## src/crc_pkg.sv

```systemverilog
package crc_pkg;

    // Reference clock rate and the system clock rate it is divided from.
    localparam int unsigned CRC_REF_HZ = 25_000_000;
    localparam int unsigned CRC_SYS_HZ = 50_000_000;
    localparam logic [7:0] CRC_REF_DIV = 8'(CRC_SYS_HZ / CRC_REF_HZ);
    localparam logic [7:0] CRC_SLOW_DIV = 8'h0A;
    localparam logic [15:0] CRC_TIMER_RESET = 16'hFFFF;
    localparam logic [31:0] CRC_COUNT_RESET = 32'h0000_0000;
    // Cycles that every reset stays asserted after its last cause is gone.
    localparam logic [3:0] CRC_RST_STRETCH = 4'h4;
    localparam logic [7:0] CRC_DIV_RESET = 8'h00;

    typedef enum logic [1:0] {
        CRC_LD_IDLE,
        CRC_LD_WAIT,
        CRC_LD_BUSY
    } crc_ld_state_t;

    typedef struct packed {
        logic digital;
        logic phy1;
        logic phy2;
        logic vphy;
    } crc_rst_out_t;

    typedef struct packed {
        logic phy1_pd;
        logic phy1_edpd;
        logic phy2_pd;
        logic phy2_edpd;
    } crc_pwr_t;

endpackage : crc_pkg

```

## src/crc_clk_div.sv

```systemverilog
`timescale 1ns/1ps

// Divides the system clock into an enable strobe, one cycle long while i_ce stays high.
module crc_clk_div
    import crc_pkg::*;
(
    input wire logic i_sys_clk,
    input wire logic i_rst_b,
    input wire logic i_ce,
    input wire logic [7:0] i_div,
    output logic o_tick
);

    typedef struct packed {
        logic [7:0] cnt;
        logic tick;
    } crc_div_state_t;

    crc_div_state_t st_reg;
    crc_div_state_t st_next;

    always_comb begin
        st_next = st_reg;
        st_next.tick = 1'b0;
        if (st_reg.cnt >= i_div - 8'h01) begin
            st_next.cnt = CRC_DIV_RESET;
            st_next.tick = 1'b1;
        end else begin
            st_next.cnt = st_reg.cnt + 8'h01;
        end
    end

    always_ff @(posedge i_sys_clk) begin
        if (!i_rst_b) begin
            st_reg <= '0;
        end else if (i_ce) begin
            st_reg <= st_next;
        end
    end

    assign o_tick = st_reg.tick;

endmodule : crc_clk_div

```

## src/crc_top.sv

```systemverilog
`timescale 1ns/1ps

// Behaviour
// - All module clocks derive from 25MHz reference; here logic runs on the 50MHz system clock, only the strobes come from it.
// - Provide 16-bit timer and 32-bit counter.
// - Resets sorted into chip, multi, single tiers.
// - Power-on reset resets entire chip, PHYs included.
// - External reset pin resets entire chip.
// - Digital reset spares both Ethernet PHYs.
// - Loader starts after resets or reload command.
// - Loader copies EEPROM settings after reset completes.
// - Each PHY has power-down and energy-detect modes.
module crc_top
    import crc_pkg::*;
(
    input wire logic i_sys_clk,
    input wire logic i_rst_b,
    input wire logic i_ce,
    input wire logic i_por_n,
    input wire logic i_ext_reset_pin_n,
    input wire logic i_digital_rst_req,
    input wire logic i_phy1_rst_req,
    input wire logic i_phy2_rst_req,
    input wire logic i_vphy_rst_req,
    input wire logic i_reload_cmd,
    input wire logic i_loader_done,
    input wire logic i_timer_load,
    input wire logic [15:0] i_timer_value,
    input wire logic i_timer_enable,
    input wire crc_pwr_t i_pwr_req,
    input wire logic [1:0] i_energy_detect,
    output crc_rst_out_t o_rst,
    output logic o_ref_tick,
    output logic o_slow_tick,
    output logic [15:0] o_general_timer16,
    output logic o_timer_wrap,
    output logic [31:0] o_free_count,
    output logic o_loader_start,
    output logic o_loader_busy,
    output crc_pwr_t o_power_event_control,
    output logic [1:0] o_phy_powered
);

    ////////////////////////////////////////////////////////////////////////////////

    typedef struct packed {
        logic [1:0] por_sync;
        logic [1:0] pin_sync;
        logic [3:0] chip_cnt;
        logic [3:0] dig_cnt;
        logic [3:0] p1_cnt;
        logic [3:0] p2_cnt;
        logic [3:0] vp_cnt;
        crc_rst_out_t rst;
        logic [15:0] timer;
        logic wrap;
        logic [31:0] count;
        crc_ld_state_t ld;
        logic ld_start;
        crc_pwr_t pwr;
        logic [1:0] powered;
    } crc_state_t;

    crc_state_t st_reg;
    crc_state_t st_next;
    logic ref_tick;
    logic slow_tick;
    logic chip_req;
    logic chip_hold;
    logic dig_req;
    logic dig_fall;

    // Reference strobe at 25MHz, and a slower strobe derived from it.
    crc_clk_div u_ref_div (
        .i_sys_clk(i_sys_clk),
        .i_rst_b(i_rst_b),
        .i_ce(i_ce),
        .i_div(CRC_REF_DIV),
        .o_tick(ref_tick)
    );

    logic slow_raw;
    crc_clk_div u_slow_div (
        .i_sys_clk(i_sys_clk),
        .i_rst_b(i_rst_b),
        .i_ce(i_ce & ref_tick),
        .i_div(CRC_SLOW_DIV),
        .o_tick(slow_raw)
    );
    assign slow_tick = slow_raw & ref_tick;

    // Stretch counter reload or decrement, shared by every reset tier.
    function automatic logic [3:0] stretch(input logic req, input logic [3:0] cnt);
        if (req) begin
            return CRC_RST_STRETCH;
        end else if (cnt != 4'h0) begin
            return cnt - 4'h1;
        end
        return cnt;
    endfunction : stretch

    // The chip tier is taken from the synchronised pins only.
    assign chip_req = !st_reg.por_sync[1] || !st_reg.pin_sync[1];
    assign chip_hold = chip_req || (st_reg.chip_cnt != 4'h0);
    assign dig_req = chip_hold || i_digital_rst_req;
    // Loader starts on the cycle the digital reset is released. It is worked out from the
    // registered count, so the loader logic never reads the next state it helps to build.
    assign dig_fall = st_reg.rst.digital && (st_reg.dig_cnt <= 4'h1) && !dig_req;

    ////////////////////////////////////////////////////////////////////////////////

    always_comb begin
        st_next = st_reg;
        st_next.por_sync = {st_reg.por_sync[0], i_por_n};
        st_next.pin_sync = {st_reg.pin_sync[0], i_ext_reset_pin_n};
        // Tiers: chip, then digital, then per-module; chip feeds digital and every per-module tier, digital feeds only vphy.
        st_next.chip_cnt = stretch(chip_req, st_reg.chip_cnt);
        st_next.dig_cnt = stretch(dig_req, st_reg.dig_cnt);
        // Port 1 and 2 PHY resets follow the whole chip tier, not the digital reset, so that after a
        // chip reset every tier is released on the same edge.
        st_next.p1_cnt = stretch(chip_hold || i_phy1_rst_req, st_reg.p1_cnt);
        st_next.p2_cnt = stretch(chip_hold || i_phy2_rst_req, st_reg.p2_cnt);
        st_next.vp_cnt = stretch(dig_req || i_vphy_rst_req, st_reg.vp_cnt);
        st_next.rst.digital = st_next.dig_cnt != 4'h0;
        st_next.rst.phy1 = st_next.p1_cnt != 4'h0;
        st_next.rst.phy2 = st_next.p2_cnt != 4'h0;
        st_next.rst.vphy = st_next.vp_cnt != 4'h0;

        st_next.wrap = 1'b0;
        if (st_reg.rst.digital) begin
            st_next.timer = CRC_TIMER_RESET;
            st_next.count = CRC_COUNT_RESET;
        end else begin
            if (ref_tick) begin
                st_next.count = st_reg.count + 32'h0000_0001;
            end
            if (i_timer_load) begin
                st_next.timer = i_timer_value;
            end else if (i_timer_enable && slow_tick) begin
                if (st_reg.timer == 16'h0000) begin
                    st_next.timer = CRC_TIMER_RESET;
                    st_next.wrap = 1'b1;
                end else begin
                    st_next.timer = st_reg.timer - 16'h0001;
                end
            end
        end

        st_next.ld_start = 1'b0;
        unique case (st_reg.ld)
            CRC_LD_IDLE: begin
                if (dig_fall || (i_reload_cmd && !st_reg.rst.digital)) begin
                    st_next.ld = CRC_LD_BUSY;
                    st_next.ld_start = 1'b1;
                end else if (st_reg.rst.digital) begin
                    st_next.ld = CRC_LD_WAIT;
                end
            end
            CRC_LD_WAIT: begin
                if (dig_fall) begin
                    st_next.ld = CRC_LD_BUSY;
                    st_next.ld_start = 1'b1;
                end
            end
            CRC_LD_BUSY: begin
                if (dig_req) begin
                    st_next.ld = CRC_LD_WAIT;
                end else if (i_loader_done) begin
                    st_next.ld = CRC_LD_IDLE;
                end
            end
            default: begin
                st_next.ld = CRC_LD_IDLE;
            end
        endcase

        // Power-down controls clear on a PHY reset; energy detect wakes an EDPD PHY.
        if (st_reg.rst.phy1) begin
            st_next.pwr.phy1_pd = 1'b0;
            st_next.pwr.phy1_edpd = 1'b0;
        end else begin
            st_next.pwr.phy1_pd = i_pwr_req.phy1_pd;
            st_next.pwr.phy1_edpd = i_pwr_req.phy1_edpd;
        end
        if (st_reg.rst.phy2) begin
            st_next.pwr.phy2_pd = 1'b0;
            st_next.pwr.phy2_edpd = 1'b0;
        end else begin
            st_next.pwr.phy2_pd = i_pwr_req.phy2_pd;
            st_next.pwr.phy2_edpd = i_pwr_req.phy2_edpd;
        end
        st_next.powered[0] = !st_next.pwr.phy1_pd
            && (!st_next.pwr.phy1_edpd || i_energy_detect[0]);
        st_next.powered[1] = !st_next.pwr.phy2_pd
            && (!st_next.pwr.phy2_edpd || i_energy_detect[1]);
    end

    always_ff @(posedge i_sys_clk) begin
        if (!i_rst_b) begin
            st_reg <= '0;
            st_reg.chip_cnt <= CRC_RST_STRETCH;
            st_reg.dig_cnt <= CRC_RST_STRETCH;
            st_reg.p1_cnt <= CRC_RST_STRETCH;
            st_reg.p2_cnt <= CRC_RST_STRETCH;
            st_reg.vp_cnt <= CRC_RST_STRETCH;
            st_reg.rst <= '1;
            st_reg.timer <= CRC_TIMER_RESET;
            st_reg.ld <= CRC_LD_WAIT;
        end else if (i_ce) begin
            st_reg <= st_next;
        end
    end

    assign o_rst = st_reg.rst;
    assign o_ref_tick = ref_tick;
    assign o_slow_tick = slow_tick;
    assign o_general_timer16 = st_reg.timer;
    assign o_timer_wrap = st_reg.wrap;
    assign o_free_count = st_reg.count;
    assign o_loader_start = st_reg.ld_start;
    assign o_loader_busy = st_reg.ld == CRC_LD_BUSY;
    assign o_power_event_control = st_reg.pwr;
    assign o_phy_powered = st_reg.powered;
endmodule : crc_top

```

## config.mk

```make
export PLATFORM = sky130hd
export DESIGN_NAME = crc_top
export DESIGN_NICKNAME = d
export VERILOG_FILES = /design/src/crc_pkg.sv /design/src/crc_clk_div.sv /design/src/crc_top.sv
export SDC_FILE = /design/constraint.sdc
export NUM_CORES = 1
export LEC_CHECK = 0
export BUFFER_PORTS_ARGS = -buffer_cell sky130_fd_sc_hd__buf_2
export CORE_MARGIN = 1.5
export CORE_UTILIZATION = 57
export DETAILED_ROUTE_END_ITERATION = 12
export PLACE_DENSITY = 0.87
export SETUP_SLACK_MARGIN = 0.05
export SKIP_LAST_GASP = 1
export SYNTH_ARGS = -nofsm -noshare
export SYNTH_HDL_FRONTEND = slang
export SYNTH_SLANG_ARGS = --single-unit
export TNS_END_PERCENT = 30
```

## constraint.sdc

```tcl
create_clock -name i_sys_clk -period 2.3 [get_ports i_sys_clk]
set_input_delay 0.23 -clock i_sys_clk [delete_from_list [all_inputs] [get_ports i_sys_clk]]
set_output_delay 0.23 -clock i_sys_clk [all_outputs]
set_load 0.05 [all_outputs]
```

==> metrics.txt, run 1 <==
# TYPE chip_impl_metric gauge
chip_impl_metric{name="yosys.area_share.xor_xnor",unit="%"} 3.29
chip_impl_metric{name="layout-area-overhead-vs-synth",unit="%"} 7.77
chip_impl_info{name="worstSetupPathType",value="reg -> reg"} 1
chip_impl_metric{name="viasPerCell",unit=""} 6.21
chip_impl_metric{name="post_synth_mux_area_share",unit="%"} 2.80
chip_impl_info{name="ys_top_cells_by_area",value="dfxtp_1 34%, buf_4 7.1%, ha_1 4.1%, nand2_1 3.9%, nor2_1 3.9%"} 1
chip_impl_metric{name="worstPathRequired",unit="ns"} 2.57
chip_impl_metric{name="drive_gt1_share",unit="%"} 18.9
chip_impl_metric{name="num_antenna_cells",unit=""} 0
chip_impl_metric{name="finalWorstPathRequiredPeriod",unit="ns"} 2.13
chip_impl_metric{name="synth_top_area_share",unit="%"} 34.0
chip_impl_metric{name="synthesis.nets",unit=""} 812
chip_impl_info{name="grt_setup_unrepaired",value="no"} 1
chip_impl_info{name="cpMostUsedCell",value="inv_1"} 1
chip_impl_metric{name="clkSinkCount",unit=""} 104
chip_impl_metric{name="post-route-period-util",unit="%"} 92.5
chip_impl_metric{name="drv_slew",unit=""} 0
chip_impl_metric{name="placed_cells",unit=""} 918
chip_impl_metric{name="clkLatencyLatePin",unit="ns"} 0.37
chip_impl_info{name="worst_r2r_startpoint",value="st_reg[78]"} 1
chip_impl_metric{name="drc",unit=""} 0
chip_impl_metric{name="synth-adder-area-share",unit="%"} 4.09
chip_impl_metric{name="cts_setup_buffers",unit=""} 0
chip_impl_info{name="ys.flop_type",value="dfxtp_1"} 1
chip_impl_metric{name="cts_buffers",unit=""} 9
chip_impl_metric{name="netlist-cell-type-count",unit=""} 74
chip_impl_metric{name="finalWeightedCongestion",unit=""} 0.970
chip_impl_metric{name="placement_rows",unit=""} 37
chip_impl_metric{name="antenna_found_initial",unit=""} 0
chip_impl_metric{name="powerDensity",unit="nW/µm²"} 537
chip_impl_metric{name="average_routed_wire_per_standard_cell",unit="µm"} 16.1
chip_impl_metric{name="synth_compound_gate_area_share",unit="%"} 17.7
chip_impl_info{name="outcome",value="finished clean"} 1
chip_impl_metric{name="place.detailed.hpwl",unit="µm"} 10900
chip_impl_metric{name="synthArstFlopShare",unit="%"} 0
chip_impl_info{name="tritoncts",value="yes"} 1
chip_impl_metric{name="wl",unit="µm"} 15100
chip_impl_metric{name="p_leak",unit="nW"} 2.55
chip_impl_metric{name="globalRoute.totalOverflow",unit=""} 0
chip_impl_info{name="worst_hold_path_type",value="in -> reg"} 1
chip_impl_metric{name="drtIter0Drc",unit=""} 530
chip_impl_metric{name="reg2reg_depth",unit=""} 6
chip_impl_metric{name="start_util",unit="%"} 59.0
chip_impl_metric{name="critical-path-max-stage-delay",unit="ns"} 0.67
chip_impl_info{name="clockRootBuffer",value="clkbuf_8"} 1
chip_impl_metric{name="clock_tree.htree_level_count",unit=""} 3
chip_impl_metric{name="antenna_left",unit=""} 0
chip_impl_metric{name="path_max_fanout",unit=""} 7
chip_impl_metric{name="io_buffers",unit=""} 97
chip_impl_metric{name="fin_nets",unit=""} 848
chip_impl_metric{name="ys_warn_count",unit=""} 0
chip_impl_metric{name="route.vias.total",unit=""} 5800
chip_impl_metric{name="synth_edf_count",unit=""} 0
chip_impl_metric{name="layout.filler_cells",unit=""} 903
chip_impl_metric{name="top_level_port_count",unit=""} 98
chip_impl_metric{name="groute.usage.overall",unit="%"} 26.2
chip_impl_metric{name="netlist_area",unit="µm²"} 6120
chip_impl_metric{name="ff2ff_setup_slack",unit="ns"} 0.17
chip_impl_metric{name="stdcell_count",unit=""} 934
chip_impl_metric{name="dieHeight",unit="µm"} 107
chip_impl_metric{name="vdd.ir_drop.worst",unit="V"} 0.000347
chip_impl_metric{name="grt_pass1_wl",unit="µm"} 24400
chip_impl_info{name="timing.critical_path.from_type",value="flop"} 1
chip_impl_metric{name="via_count_of_the_first_global_routing_pass",unit=""} 5319
chip_impl_metric{name="finalSetupViolCount",unit=""} 0
chip_impl_metric{name="cts.repair.resized",unit=""} 0
chip_impl_info{name="synth.largest_area_cell",value="dfxtp_1"} 1
chip_impl_metric{name="drt_pre_antenna_iters",unit=""} 7
chip_impl_info{name="most-common-layout-cells",value="104 x dfxtp_1, 97 x buf_2, 63 x nand2_1, 63 x nor2_1, 44 x a21oi_1"} 1
chip_impl_info{name="crit_path_cell_trace",value="inv_1, ha_1, inv_1, or4_1, a211o_1, o32a_1"} 1
chip_impl_metric{name="max_slew_headroom",unit="%"} 44.8
chip_impl_info{name="combinational_family_with_the_most_area_after_synthesis",value="simple AND/OR/NAND/NOR gates"} 1
chip_impl_metric{name="timing_worst_slew_pin_value",unit="ns"} 0.817
chip_impl_info{name="final_common_cell",value="dfxtp_1"} 1
chip_impl_metric{name="final.setup_skew",unit="ns"} 0.0165
chip_impl_metric{name="cap_viol_max_count",unit=""} 0
chip_impl_metric{name="largest_register_ffs",unit=""} 32
chip_impl_metric{name="synth_seq_area_share",unit="%"} 34.0
chip_impl_metric{name="clock.fmax",unit="MHz"} 470
chip_impl_metric{name="setup_total_negative_slack",unit="ns"} 0
chip_impl_metric{name="clk_transition_reported_paths",unit="ns"} 0.11
chip_impl_metric{name="design.core.area",unit="µm²"} 10400
chip_impl_metric{name="cts_buffer_depth",unit=""} 2
chip_impl_metric{name="yosys_register_bits",unit=""} 104
chip_impl_info{name="crit_path_end_kind",value="flop"} 1
chip_impl_metric{name="grt_max_degree",unit=""} 35
chip_impl_metric{name="critPathArrivalTime",unit="ns"} 2.40
chip_impl_metric{name="fin_worst_hold_slack",unit="ns"} 0.104
chip_impl_info{name="regToRegEndpoint",value="o_rst[0]"} 1
chip_impl_metric{name="synthCells",unit=""} 757
chip_impl_metric{name="hold_depth",unit=""} 3
chip_impl_metric{name="hold_buffers",unit=""} 0
chip_impl_metric{name="synth_simple_gate_area_share",unit="%"} 26.6
chip_impl_info{name="timing.critical_path.to",value="o_rst[0]"} 1
chip_impl_info{name="critical_path.slowest_cell",value="or4_1"} 1
chip_impl_info{name="critPathLaunch",value="st_reg[78]"} 1
chip_impl_metric{name="die_area",unit="µm²"} 11400
chip_impl_metric{name="hold_viol",unit=""} 0
chip_impl_metric{name="die_width",unit="µm"} 107
chip_impl_metric{name="syn_area_per_cell",unit="µm²"} 8.09
## worst max-delay path: cells and delay by family (launching register included)
family,cells,cell delay [ns]
flip-flops,1,0.34
AO/OA/AOI/OAI,2,0.62
AND/OR/NAND/NOR,1,0.67
buffers and inverters,2,0.21
adder cells (fa/ha/maj),1,0.21
## power by group
| group | internal [mW] | switching, mW |
|---|---|---|
| Clock | 0.681 | 0.663 |
| Sequential | 1.83 | 0.0388 |
| Combinational | 0.111 | 0.216 |
| Total | 2.62 | 0.918 |
## cell type report
class	instances	area (µm²)	area share, %
clock buffers	11	151	2.30
repair buffers	119	651	9.86
clock inverters	5	85.1	1.29
inverters	33	124	1.88
well taps	136	170	2.58
multi-input cells	526	3330	50.5
flip-flops and latches	104	2080	31.6
## cell families (layout without fill, tap and decap cells)
group	count (synthesis)	after routing
AO/OA/AOI/OAI	163	163
multiplexers	17	17
adder cells (fa/ha/maj)	20	20
flip-flops	104	104
AND/OR/NAND/NOR	303	303
buffers and inverters	127	168
XOR/XNOR	23	23
## cells in the mapped netlist (4+ instances only)
cell type    n
inv_1       31
xnor2_1      9
and4_1       7
a211o_1      4
and3_1       7
o21ai_1      5
and2_1       6
o211ai_1    12
mux2i_1     16
or3_1       14
nor2_1      63
ha_1        20
nor3b_1      6
a31oi_1      7
a22oi_1      6
nor3_1      24
o41ai_1      5
dfxtp_1    104
o21ai_0     27
nand2_1     63
o31ai_1     10
nand4_1     17
or4_1       14
a211oi_1     6
buf_4       58
nand2b_1    11
nand3_1     22
o21a_1       4
nor2b_1      8
nor4_1      17
clkbuf_1    29
a21oi_1     44
xor2_1      14
or3b_2       4
## metal layers
metal	GRT usage (%)	vias to the layer above	wire length, µm
met1	32.7	2780	6440
met3	3.77	37	869
met5	0	-	0
li1	-	2755	-
met4	11.0	0	368
met2	45.3	228	7390
## worst min path at each step
stage	startpoint	endpoint	slack (ns)
floorplan	i_pwr_req[0]	o_power_event_control[0]	0.37
global placement	u_ref_div.st_reg[8]	u_ref_div.st_reg[8]	0.45
detailed placement	o_timer_wrap	o_timer_wrap	0.46
CTS	i_ext_reset_pin_n	st_next[83]	0.1
global route	i_pwr_req[0]	o_power_event_control[0]	0.13
finish	i_ext_reset_pin_n	st_next[83]	0.10
## per-stage QoR
step | power (mW) | setup slack [ns] | utilization (%) | cell area (µm²)
floorplan | 2.13 | 0.101 | - | 6120
global placement | 2.22 | 0.264 | 61.3 | 6360
detailed placement | 2.23 | 0.194 | 61.3 | 6360
CTS | 3.55 | 0.185 | 63.6 | 6600
global route | 3.66 | 0.0641 | 63.6 | 6600
finish | 3.54 | 0.172 | 63.6 | 6600
(Power assumes the default switching activity.)
==> run 2: changes to the inputs <==
Settings changed: CORE_UTILIZATION 57 to 50, GPL_TIMING_DRIVEN set to 0, PLACE_DENSITY 0.87 to 0.79.
==> run 2 against run 1 <==
  * Fmax down 3.9%
  * Routed wire length grew 0.19%
  * Sequential power barely moved
  * Critical endpoint unchanged
  * Core utilization decreased by 4.3 points
  * Highest routed layer unchanged
  * Flip-flop and latch count unchanged
  * Count of clock-buffer cells in the layout did not move
  * Die area up 14%
  * Combinational power grew 6%
==> metrics.txt, run 2 (same netlist as run 1, synthesis figures left out) <==
# TYPE chip_impl_metric gauge
chip_impl_info{name="outcome",value="finished clean"} 1
chip_impl_metric{name="clock_tree.htree_level_count",unit=""} 3
chip_impl_metric{name="powerDensity",unit="nW/µm²"} 515
chip_impl_info{name="worstSetupPathType",value="reg -> reg"} 1
chip_impl_metric{name="hold_viol",unit=""} 0
chip_impl_metric{name="globalRoute.totalOverflow",unit=""} 0
chip_impl_info{name="critPathLaunch",value="st_reg[78]"} 1
chip_impl_metric{name="clk_transition_reported_paths",unit="ns"} 0.07
chip_impl_metric{name="finish.utilization",unit="%"} 59.3
chip_impl_metric{name="cts_buffer_depth",unit=""} 2
chip_impl_metric{name="design.core.area",unit="µm²"} 12000
chip_impl_info{name="clockRootBuffer",value="clkbuf_16"} 1
chip_impl_metric{name="start_util",unit="%"} 51.2
chip_impl_metric{name="antenna_left",unit=""} 0
chip_impl_metric{name="setup_total_negative_slack",unit="ns"} 0
chip_impl_metric{name="p_leak",unit="nW"} 2.83
chip_impl_metric{name="clkSinkCount",unit=""} 104
chip_impl_metric{name="antenna_found_initial",unit=""} 0
chip_impl_info{name="worst_hold_path_type",value="in -> reg"} 1
chip_impl_metric{name="drv_slew",unit=""} 0
chip_impl_metric{name="drive_gt1_share",unit="%"} 22.2
chip_impl_metric{name="die_area",unit="µm²"} 12900
chip_impl_info{name="regToRegEndpoint",value="o_rst[0]"} 1
chip_impl_metric{name="path_max_fanout",unit=""} 7
chip_impl_metric{name="fin_nets",unit=""} 920
chip_impl_metric{name="groute.usage.overall",unit="%"} 23.5
chip_impl_metric{name="layout.filler_cells",unit=""} 1090
chip_impl_metric{name="max_slew_headroom",unit="%"} 46.0
chip_impl_info{name="tritoncts",value="yes"} 1
chip_impl_info{name="timing.critical_path.to",value="o_rst[0]"} 1
chip_impl_metric{name="wl",unit="µm"} 15100
chip_impl_metric{name="final.setup_skew",unit="ns"} 0.0102
chip_impl_metric{name="route.vias.total",unit=""} 5864
chip_impl_metric{name="ff2ff_setup_slack",unit="ns"} 0.09
chip_impl_metric{name="cts.repair.resized",unit=""} 0
chip_impl_metric{name="clock.fmax",unit="MHz"} 452
chip_impl_metric{name="io_buffers",unit=""} 97
chip_impl_info{name="timing.critical_path.from_type",value="flop"} 1
chip_impl_metric{name="drc",unit=""} 0
chip_impl_metric{name="hold_buffers",unit=""} 0
chip_impl_metric{name="vdd.ir_drop.worst",unit="V"} 0.000483
chip_impl_metric{name="finalSetupViolCount",unit=""} 0
chip_impl_info{name="final_common_cell",value="dfxtp_1"} 1
chip_impl_metric{name="critPathArrivalTime",unit="ns"} 2.45
chip_impl_metric{name="grt_pass1_wl",unit="µm"} 24600
chip_impl_metric{name="viasPerCell",unit=""} 5.77
chip_impl_metric{name="grt_max_degree",unit=""} 16
chip_impl_metric{name="post-route-period-util",unit="%"} 96.2
chip_impl_metric{name="fin_worst_hold_slack",unit="ns"} 0.125
chip_impl_metric{name="clkLatencyLatePin",unit="ns"} 0.35
chip_impl_metric{name="finalWeightedCongestion",unit=""} 0.884
chip_impl_metric{name="placement_rows",unit=""} 40
chip_impl_metric{name="top_level_port_count",unit=""} 98
chip_impl_metric{name="largest_register_ffs",unit=""} 32
chip_impl_metric{name="via_count_of_the_first_global_routing_pass",unit=""} 5095
chip_impl_metric{name="timing_worst_slew_pin_value",unit="ns"} 0.799
chip_impl_info{name="grt_setup_unrepaired",value="yes"} 1
chip_impl_metric{name="worstPathRequired",unit="ns"} 2.54
chip_impl_metric{name="cts_setup_buffers",unit=""} 0
chip_impl_info{name="crit_path_end_kind",value="flop"} 1
chip_impl_metric{name="drtIter0Drc",unit=""} 587
chip_impl_metric{name="average_routed_wire_per_standard_cell",unit="µm"} 14.9
chip_impl_metric{name="cap_viol_max_count",unit=""} 0
chip_impl_metric{name="layout-area-overhead-vs-synth",unit="%"} 15.9
chip_impl_metric{name="die_width",unit="µm"} 114
chip_impl_metric{name="reg2reg_depth",unit=""} 7
chip_impl_metric{name="drt_pre_antenna_iters",unit=""} 5
chip_impl_metric{name="cts_buffers",unit=""} 9
chip_impl_metric{name="num_antenna_cells",unit=""} 0
chip_impl_metric{name="finalWorstPathRequiredPeriod",unit="ns"} 2.21
chip_impl_info{name="most-common-layout-cells",value="104 x dfxtp_1, 100 x buf_2, 63 x nand2_1, 63 x nor2_1, 58 x buf_4"} 1
chip_impl_info{name="worst_r2r_startpoint",value="st_reg[78]"} 1
chip_impl_metric{name="place.detailed.hpwl",unit="µm"} 10800
chip_impl_metric{name="dieHeight",unit="µm"} 114
-- run 2: cell types whose count changed in the layout (fill, tap and decap cells not counted), sizes merged --
| cell | change |
|---|---|
| buf | +43 |
| clkbuf | +29 |
| bufinv | -2 |
| clkinv | +4 |
| inv | -2 |
| clkinvlp | -1 |
-- run 2: worst max-delay path, cell delays in order, from the launching register on --
cell	delay, ns
dfxtp_1	0.33
inv_1	0.08
ha_1	0.20
inv_1	0.13
or4_1	0.57
clkbuf_1	0.20
a211o_1	0.28
o32a_1	0.32
-- run 2: worst min-delay path by stage --
stage / slack [ns] / cells after the start / end / start
after CTS: 0.11 / 3 / st_next[85] / i_por_n
final: 0.12 / 3 / st_next[83] / i_ext_reset_pin_n
after global placement: 0.44 / 2 / u_slow_div.st_reg[8] / u_slow_div.st_reg[8]
after global routing: 0.12 / 3 / st_next[85] / i_por_n
after floorplan: 0.37 / 2 / o_power_event_control[0] / i_pwr_req[0]
after detailed placement: 0.46 / 2 / u_slow_div.st_reg[8] / u_slow_div.st_reg[8]
-- run 2: cell type report --
cell class	instances	area [µm²]	share of cell area, %
clock buffer	11	253	3.56
multi-input combinational	526	3370	47.4
inverter	33	124	1.75
tap	147	184	2.59
clock inverter	4	20.0	0.282
sequential	104	2080	29.3
timing repair buffer	97	485	6.84
buffer	94	582	8.20
-- run 2: report_power, final --
part	leakage (nW)	internal, mW	switching, mW
clock	0.141	0.780	0.659
combinational	1.85	0.120	0.227
sequential	0.843	1.83	0.0391
-- run 2: metal layers --
layer / vias up / track usage [%] / wire length (µm)
li1: 2915 / - / -
met1: 2696 / 32.4 / 7070
met2: 223 / 36.8 / 6730
met3: 30 / 3.77 / 976
met4: 0 / 9.42 / 315
met5: - / 0 / 0
-- run 2: metrics by stage --
step / instance area [µm²] / cells / power (mW) / setup slack (ns)
3_3_place_gp: 6790 / 1001 / 2.24 / -0.0681
5_1_grt: 7100 / 1016 / 3.80 / -0.0634
6_report: 7100 / 1016 / 3.65 / 0.0867
4_1_cts: 7060 / 1016 / 3.68 / 0.0594
3_5_place_dp: 6790 / 1001 / 2.25 / -0.0771
2_1_floorplan: 6120 / 757 / 2.13 / 0.101
